`src/uart_fc_pkg.sv`:
```
// constants and state types of the flow controlled multidrop uart
// assumes one clock; configuration inputs stay stable during a frame
// Functional notes
// - every frame opens with a low start bit, then the data bits
// - optional parity bit makes data plus parity even or odd
// - stop bits are high and the idle line rests high
// - receiver restarts bit timing at each falling edge into a start bit
// - stop period is set from one to three bit periods
// - standard data field width is five to eight bits
// - rts active while receive fifo holds fewer entries than the level
// - rts stays inactive until reads bring occupancy below the level
// - transmitter checks cts before each character and waits while inactive
// - rts and cts are active low unless their polarity is inverted
// - rts and cts handling are enabled separately
// - multiprocessor characters carry nine bits, top bit flags an address
// - multiprocessor frame has nine data bits and no parity
// - slave compares received addresses with address under mask
// - matching address is stored only when accepting addresses is set
// - data after match is stored, after mismatch dropped until next address
// - both master and slave multiprocessor roles are supported

package uart_fc_pkg;
	localparam int DATA_W = 9;
	localparam int FIFO_DEPTH = 8;
	localparam int DIV_W = 16;
	localparam int ADDR_FLAG = 8;
	localparam logic [3:0] LEN_BASE = 4'h5;
	localparam logic [3:0] LEN_MP = 4'h9;
	localparam logic [3:0] LEN_ONE = 4'h1;
	localparam logic [1:0] STOP_MIN = 2'h1;
	localparam logic [8:0] ALL_ONES = 9'h1ff;
	localparam logic LINE_IDLE = 1'b1;
	localparam logic LINE_START = 1'b0;

	typedef enum logic [2:0] {
		TX_IDLE = 3'h0,
		TX_START = 3'h1,
		TX_DATA = 3'h3,
		TX_PAR = 3'h2,
		TX_STOP = 3'h6
	} tx_state_t;

	typedef enum logic [2:0] {
		RX_IDLE = 3'h0,
		RX_START = 3'h1,
		RX_DATA = 3'h3,
		RX_PAR = 3'h2,
		RX_STOP = 3'h6
	} rx_state_t;
endpackage

```
`src/uart_flow_control_multidrop.sv`:
```
// uart transmitter and receiver with rts/cts and 9-bit multidrop filter
// assumes inputs synchronous to clock_i and config stable within a frame
`timescale 1ns/1ps

module uart_flow_control_multidrop #(
	parameter int DEPTH = uart_fc_pkg::FIFO_DEPTH,
	parameter int DIV_W = uart_fc_pkg::DIV_W,
	localparam int CNT_W = $clog2(DEPTH + 1),
	localparam int PTR_W = $clog2(DEPTH)
) (
	input wire logic clock_i, // 50 MHz
	input wire logic reset_n_i, // async, active low
	input wire logic [DIV_W-1:0] bit_div_i, // clocks per bit, >= 2
	input wire logic [1:0] data_len_i, // 0..3 = 5..8 bits
	input wire logic parity_en_i, // parity bit on
	input wire logic parity_odd_i, // 1 odd, 0 even
	input wire logic [1:0] stop_bits_i, // 1..3, 0 as 1
	input wire logic mp_mode_i, // 9-bit multiprocessor
	input wire logic mp_slave_i, // slave filtering on
	input wire logic [7:0] mp_addr_i, // own address
	input wire logic [7:0] mp_mask_i, // compared bits
	input wire logic mp_accept_i, // store matching address
	input wire logic rts_en_i, // rts handling on
	input wire logic rts_pol_i, // 0 active low
	input wire logic [CNT_W-1:0] rts_level_i, // rx fifo level
	input wire logic cts_en_i, // cts handling on
	input wire logic cts_pol_i, // 0 active low
	input wire logic tx_valid_i, // write tx word
	input wire logic [8:0] tx_data_i, // tx word
	output logic tx_ready_o, // tx fifo not full
	input wire logic rx_read_i, // pop rx fifo
	output logic [8:0] rx_data_o, // popped word
	output logic rx_data_valid_o, // pop result pulse
	output logic [CNT_W-1:0] rx_count_o, // rx fifo entries
	output logic parity_err_o, // sticky parity error
	output logic frame_err_o, // sticky stop error
	input wire logic err_clr_i, // clears error flags
	input wire logic rx_i, // serial in
	output logic tx_o, // serial out
	input wire logic cts_i, // clear to send pin
	output logic rts_o // request to send pin
);
	function automatic logic [3:0] frame_len(input logic mp,
			input logic [1:0] len);
		return mp ? uart_fc_pkg::LEN_MP :
			uart_fc_pkg::LEN_BASE + {2'h0, len};
	endfunction

	function automatic logic [PTR_W-1:0] ptr_inc(input logic [PTR_W-1:0] p);
		return (p == PTR_W'(DEPTH - 1)) ? '0 : p + 1'b1;
	endfunction

	logic [3:0] len;
	logic par_on;
	logic [DIV_W-1:0] reload;
	logic cts_ok;
	assign len = frame_len(mp_mode_i, data_len_i);
	assign par_on = parity_en_i && !mp_mode_i;
	assign reload = bit_div_i - 1'b1;
	assign cts_ok = !cts_en_i || (cts_i == cts_pol_i);

	// tx fifo
	logic [8:0] tx_mem_reg [DEPTH];
	logic [8:0] tx_mem_next [DEPTH];
	logic [PTR_W-1:0] tx_wp_reg, tx_wp_next, tx_rp_reg, tx_rp_next;
	logic [CNT_W-1:0] tx_cnt_reg, tx_cnt_next;
	logic tx_ready_next, tx_push, tx_pop;

	always_comb begin
		tx_mem_next = tx_mem_reg;
		tx_wp_next = tx_wp_reg;
		tx_rp_next = tx_rp_reg;
		tx_cnt_next = tx_cnt_reg;
		tx_push = tx_valid_i && tx_ready_o;
		if (tx_push) begin
			tx_mem_next[tx_wp_reg] = tx_data_i;
			tx_wp_next = ptr_inc(tx_wp_reg);
		end
		if (tx_pop) begin
			tx_rp_next = ptr_inc(tx_rp_reg);
		end
		if (tx_push && !tx_pop) begin
			tx_cnt_next = tx_cnt_reg + 1'b1;
		end else if (tx_pop && !tx_push) begin
			tx_cnt_next = tx_cnt_reg - 1'b1;
		end
		tx_ready_next = tx_cnt_next != CNT_W'(DEPTH);
	end

	always_ff @(posedge clock_i or negedge reset_n_i) begin
		if (!reset_n_i) begin
			for (int i = 0; i < DEPTH; i++) begin
				tx_mem_reg[i] <= '0;
			end
			tx_wp_reg <= '0;
			tx_rp_reg <= '0;
			tx_cnt_reg <= '0;
			tx_ready_o <= 1'b1;
		end else begin
			tx_mem_reg <= tx_mem_next;
			tx_wp_reg <= tx_wp_next;
			tx_rp_reg <= tx_rp_next;
			tx_cnt_reg <= tx_cnt_next;
			tx_ready_o <= tx_ready_next;
		end
	end

	// tx engine
	uart_fc_pkg::tx_state_t tx_state_reg, tx_state_next;
	logic [DIV_W-1:0] tx_div_reg, tx_div_next;
	logic [3:0] tx_bit_reg, tx_bit_next;
	logic [8:0] tx_shift_reg, tx_shift_next, tx_word_reg, tx_word_next;
	logic [1:0] tx_stop_reg, tx_stop_next;
	logic tx_line_next, tx_par;

	assign tx_par = ^(tx_word_reg & (uart_fc_pkg::ALL_ONES >>
		(uart_fc_pkg::LEN_MP - len))) ^ parity_odd_i;

	always_comb begin
		tx_state_next = tx_state_reg;
		tx_div_next = tx_div_reg;
		tx_bit_next = tx_bit_reg;
		tx_shift_next = tx_shift_reg;
		tx_word_next = tx_word_reg;
		tx_stop_next = tx_stop_reg;
		tx_line_next = tx_o;
		tx_pop = 1'b0;
		if (tx_state_reg != uart_fc_pkg::TX_IDLE) begin
			tx_div_next = (tx_div_reg == '0) ? reload : tx_div_reg - 1'b1;
		end
		case (tx_state_reg)
			uart_fc_pkg::TX_IDLE: begin
				tx_line_next = uart_fc_pkg::LINE_IDLE;
				if (tx_cnt_reg != '0 && cts_ok) begin
					tx_pop = 1'b1;
					tx_word_next = tx_mem_reg[tx_rp_reg];
					tx_shift_next = tx_mem_reg[tx_rp_reg];
					tx_div_next = reload;
					tx_state_next = uart_fc_pkg::TX_START;
					tx_line_next = uart_fc_pkg::LINE_START;
				end
			end
			uart_fc_pkg::TX_START: begin
				if (tx_div_reg == '0) begin
					tx_bit_next = '0;
					tx_line_next = tx_shift_reg[0];
					tx_state_next = uart_fc_pkg::TX_DATA;
				end
			end
			uart_fc_pkg::TX_DATA: begin
				if (tx_div_reg == '0) begin
					tx_shift_next = tx_shift_reg >> 1;
					tx_bit_next = tx_bit_reg + 1'b1;
					tx_line_next = tx_shift_reg[1];
					if (tx_bit_reg == len - uart_fc_pkg::LEN_ONE) begin
						tx_stop_next = (stop_bits_i == '0) ? '0 :
							stop_bits_i - uart_fc_pkg::STOP_MIN;
						if (par_on) begin
							tx_line_next = tx_par;
							tx_state_next = uart_fc_pkg::TX_PAR;
						end else begin
							tx_line_next = uart_fc_pkg::LINE_IDLE;
							tx_state_next = uart_fc_pkg::TX_STOP;
						end
					end
				end
			end
			uart_fc_pkg::TX_PAR: begin
				if (tx_div_reg == '0) begin
					tx_line_next = uart_fc_pkg::LINE_IDLE;
					tx_state_next = uart_fc_pkg::TX_STOP;
				end
			end
			uart_fc_pkg::TX_STOP: begin
				tx_line_next = uart_fc_pkg::LINE_IDLE;
				if (tx_div_reg == '0) begin
					if (tx_stop_reg == '0) begin
						tx_state_next = uart_fc_pkg::TX_IDLE;
					end else begin
						tx_stop_next = tx_stop_reg - 1'b1;
					end
				end
			end
			default: begin
				tx_state_next = uart_fc_pkg::TX_IDLE;
				tx_line_next = uart_fc_pkg::LINE_IDLE;
			end
		endcase
	end

	always_ff @(posedge clock_i or negedge reset_n_i) begin
		if (!reset_n_i) begin
			tx_state_reg <= uart_fc_pkg::TX_IDLE;
			tx_div_reg <= '0;
			tx_bit_reg <= '0;
			tx_shift_reg <= '0;
			tx_word_reg <= '0;
			tx_stop_reg <= '0;
			tx_o <= uart_fc_pkg::LINE_IDLE;
		end else begin
			tx_state_reg <= tx_state_next;
			tx_div_reg <= tx_div_next;
			tx_bit_reg <= tx_bit_next;
			tx_shift_reg <= tx_shift_next;
			tx_word_reg <= tx_word_next;
			tx_stop_reg <= tx_stop_next;
			tx_o <= tx_line_next;
		end
	end

	// rx engine
	uart_fc_pkg::rx_state_t rx_state_reg, rx_state_next;
	logic [DIV_W-1:0] rx_div_reg, rx_div_next;
	logic [3:0] rx_bit_reg, rx_bit_next;
	logic [8:0] rx_shift_reg, rx_shift_next, rx_word;
	logic rx_prev_reg, rx_match_reg, rx_match_next;
	logic rx_done, rx_store, rx_push, rx_hit, perr_set, ferr_set;

	assign rx_word = rx_shift_reg >> (uart_fc_pkg::LEN_MP - len);
	assign rx_hit = ((rx_word[7:0] ^ mp_addr_i) & mp_mask_i) == '0;

	always_comb begin
		rx_state_next = rx_state_reg;
		rx_div_next = (rx_div_reg == '0) ? reload : rx_div_reg - 1'b1;
		rx_bit_next = rx_bit_reg;
		rx_shift_next = rx_shift_reg;
		rx_match_next = rx_match_reg;
		rx_done = 1'b0;
		rx_store = 1'b0;
		perr_set = 1'b0;
		ferr_set = 1'b0;
		case (rx_state_reg)
			uart_fc_pkg::RX_IDLE: begin
				if (rx_prev_reg && !rx_i) begin
					rx_div_next = bit_div_i >> 1;
					rx_state_next = uart_fc_pkg::RX_START;
				end
			end
			uart_fc_pkg::RX_START: begin
				if (rx_div_reg == '0) begin
					rx_bit_next = '0;
					rx_state_next = rx_i ? uart_fc_pkg::RX_IDLE :
						uart_fc_pkg::RX_DATA;
				end
			end
			uart_fc_pkg::RX_DATA: begin
				if (rx_div_reg == '0) begin
					rx_shift_next = {rx_i, rx_shift_reg[8:1]};
					rx_bit_next = rx_bit_reg + 1'b1;
					if (rx_bit_reg == len - uart_fc_pkg::LEN_ONE) begin
						rx_state_next = par_on ? uart_fc_pkg::RX_PAR :
							uart_fc_pkg::RX_STOP;
					end
				end
			end
			uart_fc_pkg::RX_PAR: begin
				if (rx_div_reg == '0) begin
					perr_set = ^rx_word ^ rx_i ^ parity_odd_i;
					rx_state_next = uart_fc_pkg::RX_STOP;
				end
			end
			uart_fc_pkg::RX_STOP: begin
				if (rx_div_reg == '0) begin
					ferr_set = !rx_i;
					rx_done = 1'b1;
					rx_state_next = uart_fc_pkg::RX_IDLE;
				end
			end
			default: begin
				rx_state_next = uart_fc_pkg::RX_IDLE;
			end
		endcase
		if (rx_done && !(mp_mode_i && mp_slave_i)) begin
			rx_store = 1'b1;
		end else if (rx_done && rx_word[uart_fc_pkg::ADDR_FLAG]) begin
			rx_match_next = rx_hit;
			rx_store = rx_hit && mp_accept_i;
		end else if (rx_done) begin
			rx_store = rx_match_reg;
		end
	end

	always_ff @(posedge clock_i or negedge reset_n_i) begin
		if (!reset_n_i) begin
			rx_state_reg <= uart_fc_pkg::RX_IDLE;
			rx_div_reg <= '0;
			rx_bit_reg <= '0;
			rx_shift_reg <= '0;
			rx_prev_reg <= uart_fc_pkg::LINE_IDLE;
			rx_match_reg <= 1'b0;
		end else begin
			rx_state_reg <= rx_state_next;
			rx_div_reg <= rx_div_next;
			rx_bit_reg <= rx_bit_next;
			rx_shift_reg <= rx_shift_next;
			rx_prev_reg <= rx_i;
			rx_match_reg <= rx_match_next;
		end
	end

	// rx fifo, flags, rts
	logic [8:0] rx_mem_reg [DEPTH];
	logic [8:0] rx_mem_next [DEPTH];
	logic [PTR_W-1:0] rx_wp_reg, rx_wp_next, rx_rp_reg, rx_rp_next;
	logic [CNT_W-1:0] rx_cnt_next;
	logic [8:0] rx_data_next;
	logic rx_pop, perr_next, ferr_next, rts_next;

	always_comb begin
		rx_mem_next = rx_mem_reg;
		rx_wp_next = rx_wp_reg;
		rx_rp_next = rx_rp_reg;
		rx_cnt_next = rx_count_o;
		rx_data_next = rx_data_o;
		rx_push = rx_store && rx_count_o != CNT_W'(DEPTH);
		rx_pop = rx_read_i && rx_count_o != '0;
		if (rx_push) begin
			rx_mem_next[rx_wp_reg] = rx_word;
			rx_wp_next = ptr_inc(rx_wp_reg);
		end
		if (rx_pop) begin
			rx_data_next = rx_mem_reg[rx_rp_reg];
			rx_rp_next = ptr_inc(rx_rp_reg);
		end
		if (rx_push && !rx_pop) begin
			rx_cnt_next = rx_count_o + 1'b1;
		end else if (rx_pop && !rx_push) begin
			rx_cnt_next = rx_count_o - 1'b1;
		end
		// set wins over clear
		perr_next = perr_set || (parity_err_o && !err_clr_i);
		ferr_next = ferr_set || (frame_err_o && !err_clr_i);
		rts_next = (!rts_en_i || rx_count_o < rts_level_i) ? rts_pol_i :
			!rts_pol_i;
	end

	always_ff @(posedge clock_i or negedge reset_n_i) begin
		if (!reset_n_i) begin
			for (int i = 0; i < DEPTH; i++) begin
				rx_mem_reg[i] <= '0;
			end
			rx_wp_reg <= '0;
			rx_rp_reg <= '0;
			rx_count_o <= '0;
			rx_data_o <= '0;
			rx_data_valid_o <= 1'b0;
			parity_err_o <= 1'b0;
			frame_err_o <= 1'b0;
			rts_o <= 1'b0;
		end else begin
			rx_mem_reg <= rx_mem_next;
			rx_wp_reg <= rx_wp_next;
			rx_rp_reg <= rx_rp_next;
			rx_count_o <= rx_cnt_next;
			rx_data_o <= rx_data_next;
			rx_data_valid_o <= rx_pop;
			parity_err_o <= perr_next;
			frame_err_o <= ferr_next;
			rts_o <= rts_next;
		end
	end
endmodule

```
`config.mk`:
```
export PLATFORM = sky130hd
export DESIGN_NAME = uart_flow_control_multidrop
export DESIGN_NICKNAME = d
export VERILOG_FILES = /design/src/uart_fc_pkg.sv /design/src/uart_flow_control_multidrop.sv
export SDC_FILE = /design/constraint.sdc
export NUM_CORES = 1
export LEC_CHECK = 0
export BUFFER_PORTS_ARGS = -buffer_cell sky130_fd_sc_hd__buf_2
export CORE_MARGIN = 2
export CORE_UTILIZATION = 40
export DETAILED_ROUTE_END_ITERATION = 10
export PLACE_DENSITY = 0.67
export SKIP_LAST_GASP = 1
export SYNTH_ARGS = -nofsm -noshare
export SYNTH_HDL_FRONTEND = slang
export SYNTH_SLANG_ARGS = --single-unit
```
`constraint.sdc`:
```
create_clock -name clock_i -period 10.7 [get_ports clock_i]
set_clock_uncertainty 0.2 [all_clocks]
set_input_delay 0 -clock clock_i [delete_from_list [all_inputs] [get_ports clock_i]]
set_output_delay 0 -clock clock_i [all_outputs]
set_load 0.01 [all_outputs]
```
==> reports/metrics.cfg, run 1 <==
[logic_synthesis]
synthCells=1167
yosysSeqAreaShare_pct=47.5
yosys_warnings=0
ys.flop_type=dfrtp_1
synthTopCellsByCount=dfrtp_1, mux2_2, nand2_1
synth.distinct_cells=78
async_reset_ff_share_pct=100
avgSynthCellArea_um2=11.6
synth_largest_area_cell=dfrtp_1
yosysMostFrequentCell=dfrtp_1
yosysTopAreaCellShare_pct=46.9
syn-cell-area_mm2=0.0135
synth_edf_count=0
synthesis.nets=1263
synthTopCellsByArea=dfrtp_1, mux2_2, mux4_2, nand2_1, o21ai_0
ys_seq_elements=256

[sta]
rsz0062_at_grt=no
setup-tns-final_ps=0
finalCritPeriodShare_pct=48.7
worst_pin_slew_ps=1180
setup_viol=0
final_hold_viol_count=0
period_minus_slack_ps=5210
fmax_mhz=192
finalMaxSlewViolations=0
hold-worst-slack_ps=21.4
slew_headroom_pct=21.0

[route]
dr_total_vias=9701
routed_wl_um=31200
viasPerCell=5.49
detail-route-antenna-nets=0
firstDrtPassIters=4
drc=0
drt_iter0_drc=560
wl_per_cell_um=17.6

[place]
gp_congestion=0.867
dp.cells=1657
portBuffers=83
dp_hpwl_um=20600

[clock_tree]
clockRootBuffer=clkbuf_16
cts_buffers=29
cts_tree=yes
clock_path_buffers=3
worstSkewPairLatency_ps=550
cts_setup_buffers=0
clk_pin_slew_ps=60
cts_max_level=1
cts.sinks=256
ctsResizeCount=0

[worst_setup_path]
path_delay_family=simple AND/OR/NAND/NOR gates
cp-start-kind=input port
crit_arrival_ps=5440
cp_slowest_stage_delay_ps=650
worst_ep_required_time_ps=10920
slowest_stage=nor3b_2
end_kind=flip-flop
crit_type=input port to flip-flop
crit_buf_inv=4
crit_path_max_fanout=15
crit_chain=dlygate4sd3_1, buf_2, or2_2, ha_1, nor2b_1, nor3b_2, xor2_1, a221o_1, nor4_4, nor2_1, inv_1, ha_1, inv_1, ha_1, a21o_1, a21oi_1, xnor2_1, nor2_1, xor2_1
critPathMostFrequentCell=ha_1

[floorplan]
die_area_mm2=0.0352
io-pin-count=84
die_x_um=188
fp.dieH_um=188
rows=67
coreArea_mm2=0.0334
initial_core_util_pct=40.5

[power]
power_density_mw_per_mm2=192
p_leak_uw=0.00709
finalPower_uw=3050
ir_drop_mv=0.159

[layout]
final_cells=1768
finalNetCount=1395
syn_to_final_growth_pct=17.9
drive_above_1_share_pct=27.9
fin_util_pct=47.7
antennaDiodeCount=0

[global_route]
grt_pass1_vias=9726
grt_max_degree=111
grt-ovfl-total=0
grt_pass1_wl_um=51500
antenna_found_initial=0
grt_usage_pct=17.9

[run_status]
status=finished clean

[hold_path]
min_path_type=input port to flip-flop

[job]
maxCapViolCount=0

-- cells in the final DEF, fill, tap and decap left out, types with 29 or more instances in the layout --
cell type / n
clkbuf_16: 29
dfrtp_1: 253
mux4_2: 36
xnor2_1: 41
inv_1: 35
dlygate4sd3_1: 58
ha_1: 30
o21ai_0: 80
buf_2: 82
mux2_2: 164
nand2_1: 121
nor3_1: 30
nor2_1: 51
-- cells by family after synthesis --
logic type / Yosys count / synth area share, %
compound gates: 208 / 10.7
xor+xnor: 62 / 4.13
fa+ha+maj: 33 / 3.08
buf+inv: 83 / 2.36
flops: 256 / 47.5
mux: 224 / 21.5
simple gates: 301 / 10.8
-- power breakdown --
part	internal (uW)	switching (uW)
clock	574	388
sequential	1170	166
combinational	414	341
-- metal layers --
layer / track usage, % / vias to the layer above / wire length, um
met5: 0 / - / 0
met3: 2.66 / 56 / 1530
met1: 24.5 / 4855 / 14100
met2: 29.7 / 239 / 14800
li1: - / 4551 / -
met4: 4.66 / 0 / 757
-- worst register-to-register path, stage by stage, from the launching register on --
cell     delay [ps]
dfrtp_1         450
inv_1           150
o211a_1         310
nor3b_2         610
xor2_1          140
a221o_1         430
nor4_4          610
nor2_1          230
inv_1           110
ha_1            180
inv_1            90
ha_1            290
a21o_1          170
a21oi_1         170
xnor2_1         140
nor2_1           60
xor2_1          140
-- cell type report --
cell class	instances	area (um^2)
tap	448	561
clock inverter	11	119
timing repair buffer	149	1090
inverter	35	131
clock buffer	41	811
multi-input combinational	828	6800
sequential	256	6410
fill	2985	17500
-- per-stage QoR --
stage | setup slack, ps | cell area, um^2
floorplan | 6250 | 13500
global placement | 5380 | 14400
detailed placement | 5140 | 14400
CTS | 5540 | 15900
global route | 5150 | 15900
finish | 5490 | 15900
-- path summary, 6_finish.rpt --
kind | start | endpoint | slack [ps] | depth (start not counted)
setup / recovery | mp_mode_i | rx_count_o[3]$_DFFE_PN0P_ | 5490 | 19
min in group asynchronous | reset_n_i | tx_ready_o$_DFF_PN1_ | 400 | 3
hold reg to reg | rx_data_o[7]$_DFFE_PN0P_ | rx_data_o[7]$_DFFE_PN0P_ | 280 | 2
setup reg to reg | rx_shift_reg[7]$_DFFE_PN0P_ | rx_count_o[3]$_DFFE_PN0P_ | 6100 | 16
max in group asynchronous | reset_n_i | tx_mem_reg[56]$_DFFE_PN0P_ | 8900 | 4
hold / removal | parity_odd_i | tx_o$_DFFE_PN1P_ | 20 | 6
-- repair_timing --
item,4_1_cts,5_1_grt
hold buffers,59,0
hold endpoints to repair,248,0
setup endpoints to repair,0,0
No activity file was read; power rests on OpenSTA's default activity.
==> run 2: changes to the inputs <==
ABC_AREA = 1   (was not set)
clock period = 5.4 ns   (was 10.7 ns; I/O delays follow)
==> run 2 against run 1 <==
Compared with the run above:
- the run now ends with negative hold slack left
- flip-flop and latch count did not move
- largest cell class unchanged
- non-clock buffer count fell by 2
- critical path type unchanged
- global-route usage rose by 2.4 points
- total power rose by 140%
- via count rose by 30%
- area after synthesis rose by 5.3%
- combinational power rose to 3.5 times the previous value
==> reports/metrics.cfg, run 2 <==
[power]
combPwrFrac_pct=35.8  ; was 24.7%
ir_drop_mv=0.386  ; was 0.159 mV
power_density_mw_per_mm2=454  ; was 192 mW/mm^2
p_leak_uw=0.00804  ; was 0.00709 uW
pwr-share-clk_pct=26.4  ; was 31.5%
internal-power_uw=4580  ; was 2160 uW
p_switching_uw=2880  ; was 895 uW
swShare_pct=38.7  ; was 29.3%
p_seq_share_pct=37.9  ; was 43.8%

[logic_synthesis]
synthTopCellsByCount=nand2_1, dfrtp_1, o21ai_0  ; was dfrtp_1, mux2_2, nand2_1
yosys_warnings=0  ; unchanged
ys_seq_elements=256  ; unchanged
avgSynthCellArea_um2=7.97  ; was 11.6 um^2
syn-cell-area_mm2=0.0142  ; was 0.0135 mm^2
yosysMostFrequentCell=nand2_1  ; was dfrtp_1
synthesis.nets=1880  ; was 1263
async_reset_ff_share_pct=100  ; unchanged
yosysSeqAreaShare_pct=45.1  ; was 47.5%
synth.distinct_cells=55  ; was 78
synth_largest_area_cell=dfrtp_1  ; unchanged
yosysTopAreaCellShare_pct=44.5  ; was 46.9%
synthTopCellsByArea=dfrtp_1, nand2_1, o21ai_0, nor2_1, inv_1  ; was dfrtp_1, mux2_2, mux4_2, nand2_1, o21ai_0
synthCells=1784  ; was 1167
ys.flop_type=dfrtp_1  ; unchanged
synth_edf_count=0  ; unchanged

[layout]
mostFrequentLayoutCells=nand2_1, dfrtp_1, o21ai_0, nor2_1, inv_1  ; was dfrtp_1, mux2_2, nand2_1, buf_2, o21ai_0
finalNetCount=1987  ; was 1395
seq_area_mm2=0.00641  ; unchanged
final_common_cell=nand2_1  ; was dfrtp_1
fin_util_pct=46.5  ; was 47.7%
antennaDiodeCount=0  ; unchanged
multiInputGateArea_mm2=0.00682  ; was 0.00680 mm^2
drive_above_1_share_pct=9.94  ; was 27.9%
syn_to_final_growth_pct=15.6  ; was 17.9%
fillers=3450  ; was 2985

[sta]
rsz0062_at_grt=no  ; unchanged
final_hold_viol_count=39  ; was 0
period_minus_slack_ps=4660
hold-worst-slack_ps=-92.6  ; was 21.4 ps
setup-tns-final_ps=0  ; unchanged
finalCritPeriodShare_pct=86.3
worst_pin_slew_ps=1160  ; was 1180 ps
final.setup.worst_slack_ps=739  ; was 5490 ps
fmax_mhz=215
setup_viol=0  ; unchanged
slew_headroom_pct=22.5  ; was 21.0%
finalMaxSlewViolations=0  ; unchanged

[floorplan]
die_area_mm2=0.0371  ; was 0.0352 mm^2
coreArea_mm2=0.0353  ; was 0.0334 mm^2
fp.dieH_um=193  ; was 188 um
initial_core_util_pct=40.3  ; was 40.5%
io-pin-count=84  ; unchanged
die_x_um=193  ; was 188 um
rows=69  ; was 67

[worst_setup_path]
crit_path_max_fanout=14  ; was 15
end_kind=flip-flop  ; unchanged
reg2reg_to=rx_count_o[3]$_DFFE_PN0P_  ; unchanged
worst_ep_required_time_ps=5610  ; was 10920 ps
crit_type=input port to flip-flop  ; unchanged
cp-start-kind=input port  ; unchanged
cp_slowest_stage_delay_ps=570  ; was 650 ps
crit_start=mp_mode_i  ; unchanged
critPathMostFrequentCell=ha_1  ; unchanged
ff2ff_path_depth=24  ; was 16
path_delay_family=buffers and inverters  ; was simple AND/OR/NAND/NOR gates
slowest_stage=dlygate4sd3_1  ; was nor3b_2
reg2reg_from=rx_div_reg[0]$_DFF_PN0_  ; was rx_shift_reg[7]$_DFFE_PN0P_
reg2reg_slack_ps=760  ; was 6100 ps
crit_arrival_ps=4880  ; was 5440 ps
crit_buf_inv=7  ; was 4

[route]
viasPerCell=5.32  ; was 5.49
detail-route-antenna-nets=0  ; unchanged
dr_total_vias=12600  ; was 9701
firstDrtPassIters=5  ; was 4
drt_iter0_drc=1008  ; was 560
wl_per_cell_um=15.7  ; was 17.6 um
routed_wl_um=37300  ; was 31200 um
drc=0  ; unchanged

[place]
gp_congestion=0.863  ; was 0.867
dp_slack_ps=1100  ; was 5140 ps
portBuffers=83  ; unchanged
dp_hpwl_um=24900  ; was 20600 um

[global_route]
grt_pass1_wl_um=61100  ; was 51500 um
antenna_found_initial=1  ; was 0
grt_usage_pct=20.3  ; was 17.9%
grt_pass1_vias=11700  ; was 9726
grt-ovfl-total=0  ; unchanged
grt_max_degree=132  ; was 111

[clock_tree]
cts.sinks=256  ; unchanged
cts_setup_buffers=0  ; unchanged
worstSkewPairLatency_ps=550  ; about the same
clk_pin_slew_ps=60  ; about the same
clock_path_buffers=3  ; unchanged
cts_max_level=1  ; unchanged
clockRootBuffer=clkbuf_16  ; unchanged
cts_buffers=29  ; unchanged
cts_tree=yes  ; unchanged

[hold_path]
min_path_type=input port to async pin  ; was input port to flip-flop

[run_status]
violations=negative hold slack
status=finished, violations left  ; was finished clean

[job]
maxCapViolCount=0  ; unchanged

## run 2: area by class of cell
cell class / count / area share [%]
multi-input combinational: 1296 / 41.5
sequential: 256 / 39.0
timing repair buffer: 147 / 6.44
clock buffer: 42 / 5.20
inverter: 161 / 3.69
tap: 461 / 3.51
clock inverter: 9 / 0.617
## run 2: power groups by stage
stage / combinational (uW) / clock (uW) / sequential, uW
6_report: 2670 / 1970 / 2830
2_1_floorplan: 1960 / 0 / 2730
4_1_cts: 2670 / 2000 / 2820
5_1_grt: 3070 / 2090 / 2890
3_3_place_gp: 2550 / 0 / 2830
3_5_place_dp: 2610 / 0 / 2840
## run 2: how the worst max path moves through the flow
stage / cells after the start / slack (ps) / end
2_1_floorplan: 24 / 1840 / rx_count_o[3]$_DFFE_PN0P_
3_3_place_gp: 24 / 1200 / rx_count_o[3]$_DFFE_PN0P_
3_5_place_dp: 24 / 1100 / rx_count_o[3]$_DFFE_PN0P_
4_1_cts: 26 / 800 / rx_count_o[3]$_DFFE_PN0P_
5_1_grt: 24 / 260 / rx_count_o[3]$_DFFE_PN0P_
6_report: 26 / 740 / rx_count_o[3]$_DFFE_PN0P_
## run 2: cells by family (layout without fill, tap and decap cells)
family                   Yosys count  count (layout)  synth area share, %
AO/OA/AOI/OAI                    340             340                 13.8
XOR/XNOR                          63              63                 3.88
multiplexers                       9               9                0.634
buffers and inverters            232             359                 7.02
flip-flops                       256             256                 45.1
AND/OR/NAND/NOR                  853             853                 26.8
adder cells (fa/ha/maj)           31              31                 2.78
## run 2: routing by layer
metal  global-route usage (%)  vias up  part of all wire (%)
met2                     33.9      319                    47
met5                        0        -                 0.035
met1                     27.7     6036                    45
met3                     3.53       55                   5.6
met4                     4.29        2                   2.0
li1                         -     6208                     -
## run 2: timing repair
action	CTS	global route
hold endpoints to repair	265	0
hold buffers	56	0
resized for setup	0	0
endpoints found under the setup margin	0	0
## run 2: through the flow
| step | area [um^2] | total power [uW] | std cells |
|---|---|---|---|
| after floorplan | 14200 | 4700 | 1784 |
| after global placement | 14900 | 5380 | 2265 |
| after detailed placement | 14900 | 5450 | 2265 |
| after CTS | 16400 | 7490 | 2372 |
| after global routing | 16400 | 8050 | 2372 |
| final | 16400 | 7460 | 2372 |
==> run 3: changes to the inputs <==
CORE_UTILIZATION = 45   (was 40)
PLACE_DENSITY = 0.73   (was 0.67)
==> run 3 against run 2 <==
Compared with the run above:
- the flow now finishes without violations
- global-route usage is 2.8 points higher
- largest power group unchanged
- first-iteration DRC count increased by 19%
- via count grew 2.7%
==> reports/metrics.cfg, run 3 (same netlist as run 2, synthesis figures left out) <==
[floorplan]
die_x_um=182  ; was 193 um
rows=65  ; was 69
die_area_mm2=0.0330  ; was 0.0371 mm^2
fp.dieH_um=182  ; was 193 um
initial_core_util_pct=45.4  ; was 40.3%
io-pin-count=84  ; unchanged
coreArea_mm2=0.0313  ; was 0.0353 mm^2

[global_route]
grt_pass1_wl_um=62600  ; was 61100 um
grt-ovfl-total=0  ; unchanged
grt_max_degree=120  ; was 132
grt_pass1_vias=12200  ; was 11700
grt_usage_pct=23.1  ; was 20.3%
antenna_found_initial=3  ; was 1

[sta]
setup-tns-final_ps=0  ; unchanged
fmax_mhz=196  ; was 215 MHz
rsz0062_at_grt=no  ; unchanged
hold-worst-slack_ps=81.7  ; was -92.6 ps
setup_viol=0  ; unchanged
finalMaxSlewViolations=0  ; unchanged
final_hold_viol_count=0  ; was 39
period_minus_slack_ps=5110  ; was 4660 ps
worst_pin_slew_ps=1180  ; was 1160 ps
finalCritPeriodShare_pct=94.7  ; was 86.3%
slew_headroom_pct=21.1  ; was 22.5%
final.setup.worst_slack_ps=289  ; was 739 ps

[layout]
final_common_cell=nand2_1  ; unchanged
fillers=2826  ; was 3450
finalNetCount=1991  ; was 1987
mostFrequentLayoutCells=nand2_1, dfrtp_1, o21ai_0, nor2_1, inv_1  ; unchanged
syn_to_final_growth_pct=16.4  ; was 15.6%
drive_above_1_share_pct=10.3  ; was 9.94%
fin_util_pct=52.8  ; was 46.5%

[worst_setup_path]
path_depth=28  ; was 26
cp-start-kind=input port  ; unchanged
crit_path_max_fanout=14  ; unchanged
worst_ep_required_time_ps=5610  ; about the same
cp_slowest_stage_delay_ps=580  ; was 570 ps
slowest_stage=dlygate4sd3_1  ; unchanged
crit_arrival_ps=5320  ; was 4880 ps
reg2reg_slack_ps=710  ; was 760 ps
path_delay_family=buffers and inverters  ; unchanged
end_kind=flip-flop  ; unchanged
ff2ff_path_depth=23  ; was 24
crit_buf_inv=10  ; was 7
crit_type=input port to flip-flop  ; unchanged

[route]
drc=0  ; unchanged
viasPerCell=5.58  ; was 5.32
detail-route-antenna-nets=0  ; unchanged
drt_iter0_drc=1198  ; was 1008
dr_total_vias=13000  ; was 12600
firstDrtPassIters=6  ; was 5
routed_wl_um=38000  ; was 37300 um
wl_per_cell_um=16.4  ; was 15.7 um

[clock_tree]
cts_buffers=29  ; unchanged
cts.sinks=256  ; unchanged
cts_tree=yes  ; unchanged
cts_max_level=1  ; unchanged
worstSkewPairLatency_ps=540  ; was 550 ps
clk_pin_slew_ps=60  ; about the same
clockRootBuffer=clkbuf_16  ; unchanged
clock_path_buffers=3  ; unchanged

[place]
portBuffers=83  ; unchanged
dp_hpwl_um=24500  ; was 24900 um
gp_congestion=0.946  ; was 0.863
dp_slack_ps=1120  ; was 1100 ps

[job]
maxCapViolCount=0  ; unchanged

[run_status]
status=finished clean  ; was finished, violations left

[power]
p_leak_uw=0.00810  ; was 0.00804 uW
ir_drop_mv=0.415  ; was 0.386 mV
power_density_mw_per_mm2=461  ; was 454 mW/mm^2

[hold_path]
min_path_type=input port to flip-flop  ; was input port to async pin
worstHoldPathCells=5

[run 3: cell count changes in the layout (fill, tap and decap cells not counted), sizes merged]
cell / delta
inv: -1
buf: +1
dlygate4sd3: +3
diode: +4
bufinv: +4
clkbuf: -4
clkinv: +3
[run 3: stage by stage]
stage / power [uW] / cells / cell area [um^2]
4_1_cts: 7640 / 2319 / 16500
6_report: 7640 / 2323 / 16500
3_3_place_gp: 5360 / 2206 / 14900
2_1_floorplan: 4700 / 1784 / 14200
5_1_grt: 8200 / 2321 / 16500
3_5_place_dp: 5450 / 2206 / 14900
[run 3: worst reg2reg max path: stages (launching register included)]
cell and delay [ps]:
dfrtp_1 380, inv_1 80, nand3_1 110, nand3_1 120
nand3_1 120, nand3_2 130, nand2_1 60, nand3_1 70
dlygate4sd3_1 560, nand2_1 50, dlygate4sd3_1 560, inv_2 70
nand4_1 80, dlygate4sd3_1 580, a21oi_2 170, ha_1 210
inv_1 90, ha_1 280, a21o_1 180, a21oi_1 160
nand2_1 70, nand2_1 60, nor2_1 50, xor2_1 130
[run 3: timing repair]
| action | CTS | global route |
|---|---|---|
| endpoints found under the setup margin | 0 | 3 |
| hold buffers | 60 | 0 |
| buffers inserted | 0 | 0 |
| gates resized for setup | 0 | 11 |
| hold endpoints to repair | 320 | 0 |
[run 3: power breakdown]
part	leakage [uW]	internal, uW	switching (uW)
sequential	0.00328	2430	398
clock	0.000503	1310	793
combinational	0.00431	969	1730
total	0.00810	4720	2920
[run 3: worst paths after layout]
kind	start	end
max in group asynchronous	reset_n_i	tx_wp_reg[0]$_DFFE_PN0P_
hold reg to reg	rx_mem_reg[12]$_DFFE_PN0P_	rx_mem_reg[12]$_DFFE_PN0P_
setup reg to reg	rx_shift_reg[5]$_DFFE_PN0P_	rx_count_o[3]$_DFFE_PN0P_
min in group asynchronous	reset_n_i	rx_prev_reg$_DFF_PN1_
setup / recovery	mp_mode_i	rx_count_o[3]$_DFFE_PN0P_
hold / removal	err_clr_i	parity_err_o$_DFF_PN0_
[run 3: cell type report]
class	count	area, um^2	area share [%]
antenna	4	10.0	0.0605
clock buffer	38	790	4.77
clock inverter	15	235	1.42
inverter	161	609	3.68
multi-input combinational	1296	6860	41.5
sequential	256	6410	38.7
tap	402	503	3.04
timing repair buffer	151	1130	6.82
[run 3: per-layer routing]
metal	global-route usage [%]	share of wire, %
met5	0	0
met2	36.4	45
met3	3.15	7.7
met4	7.25	2.9
met1	33.1	44
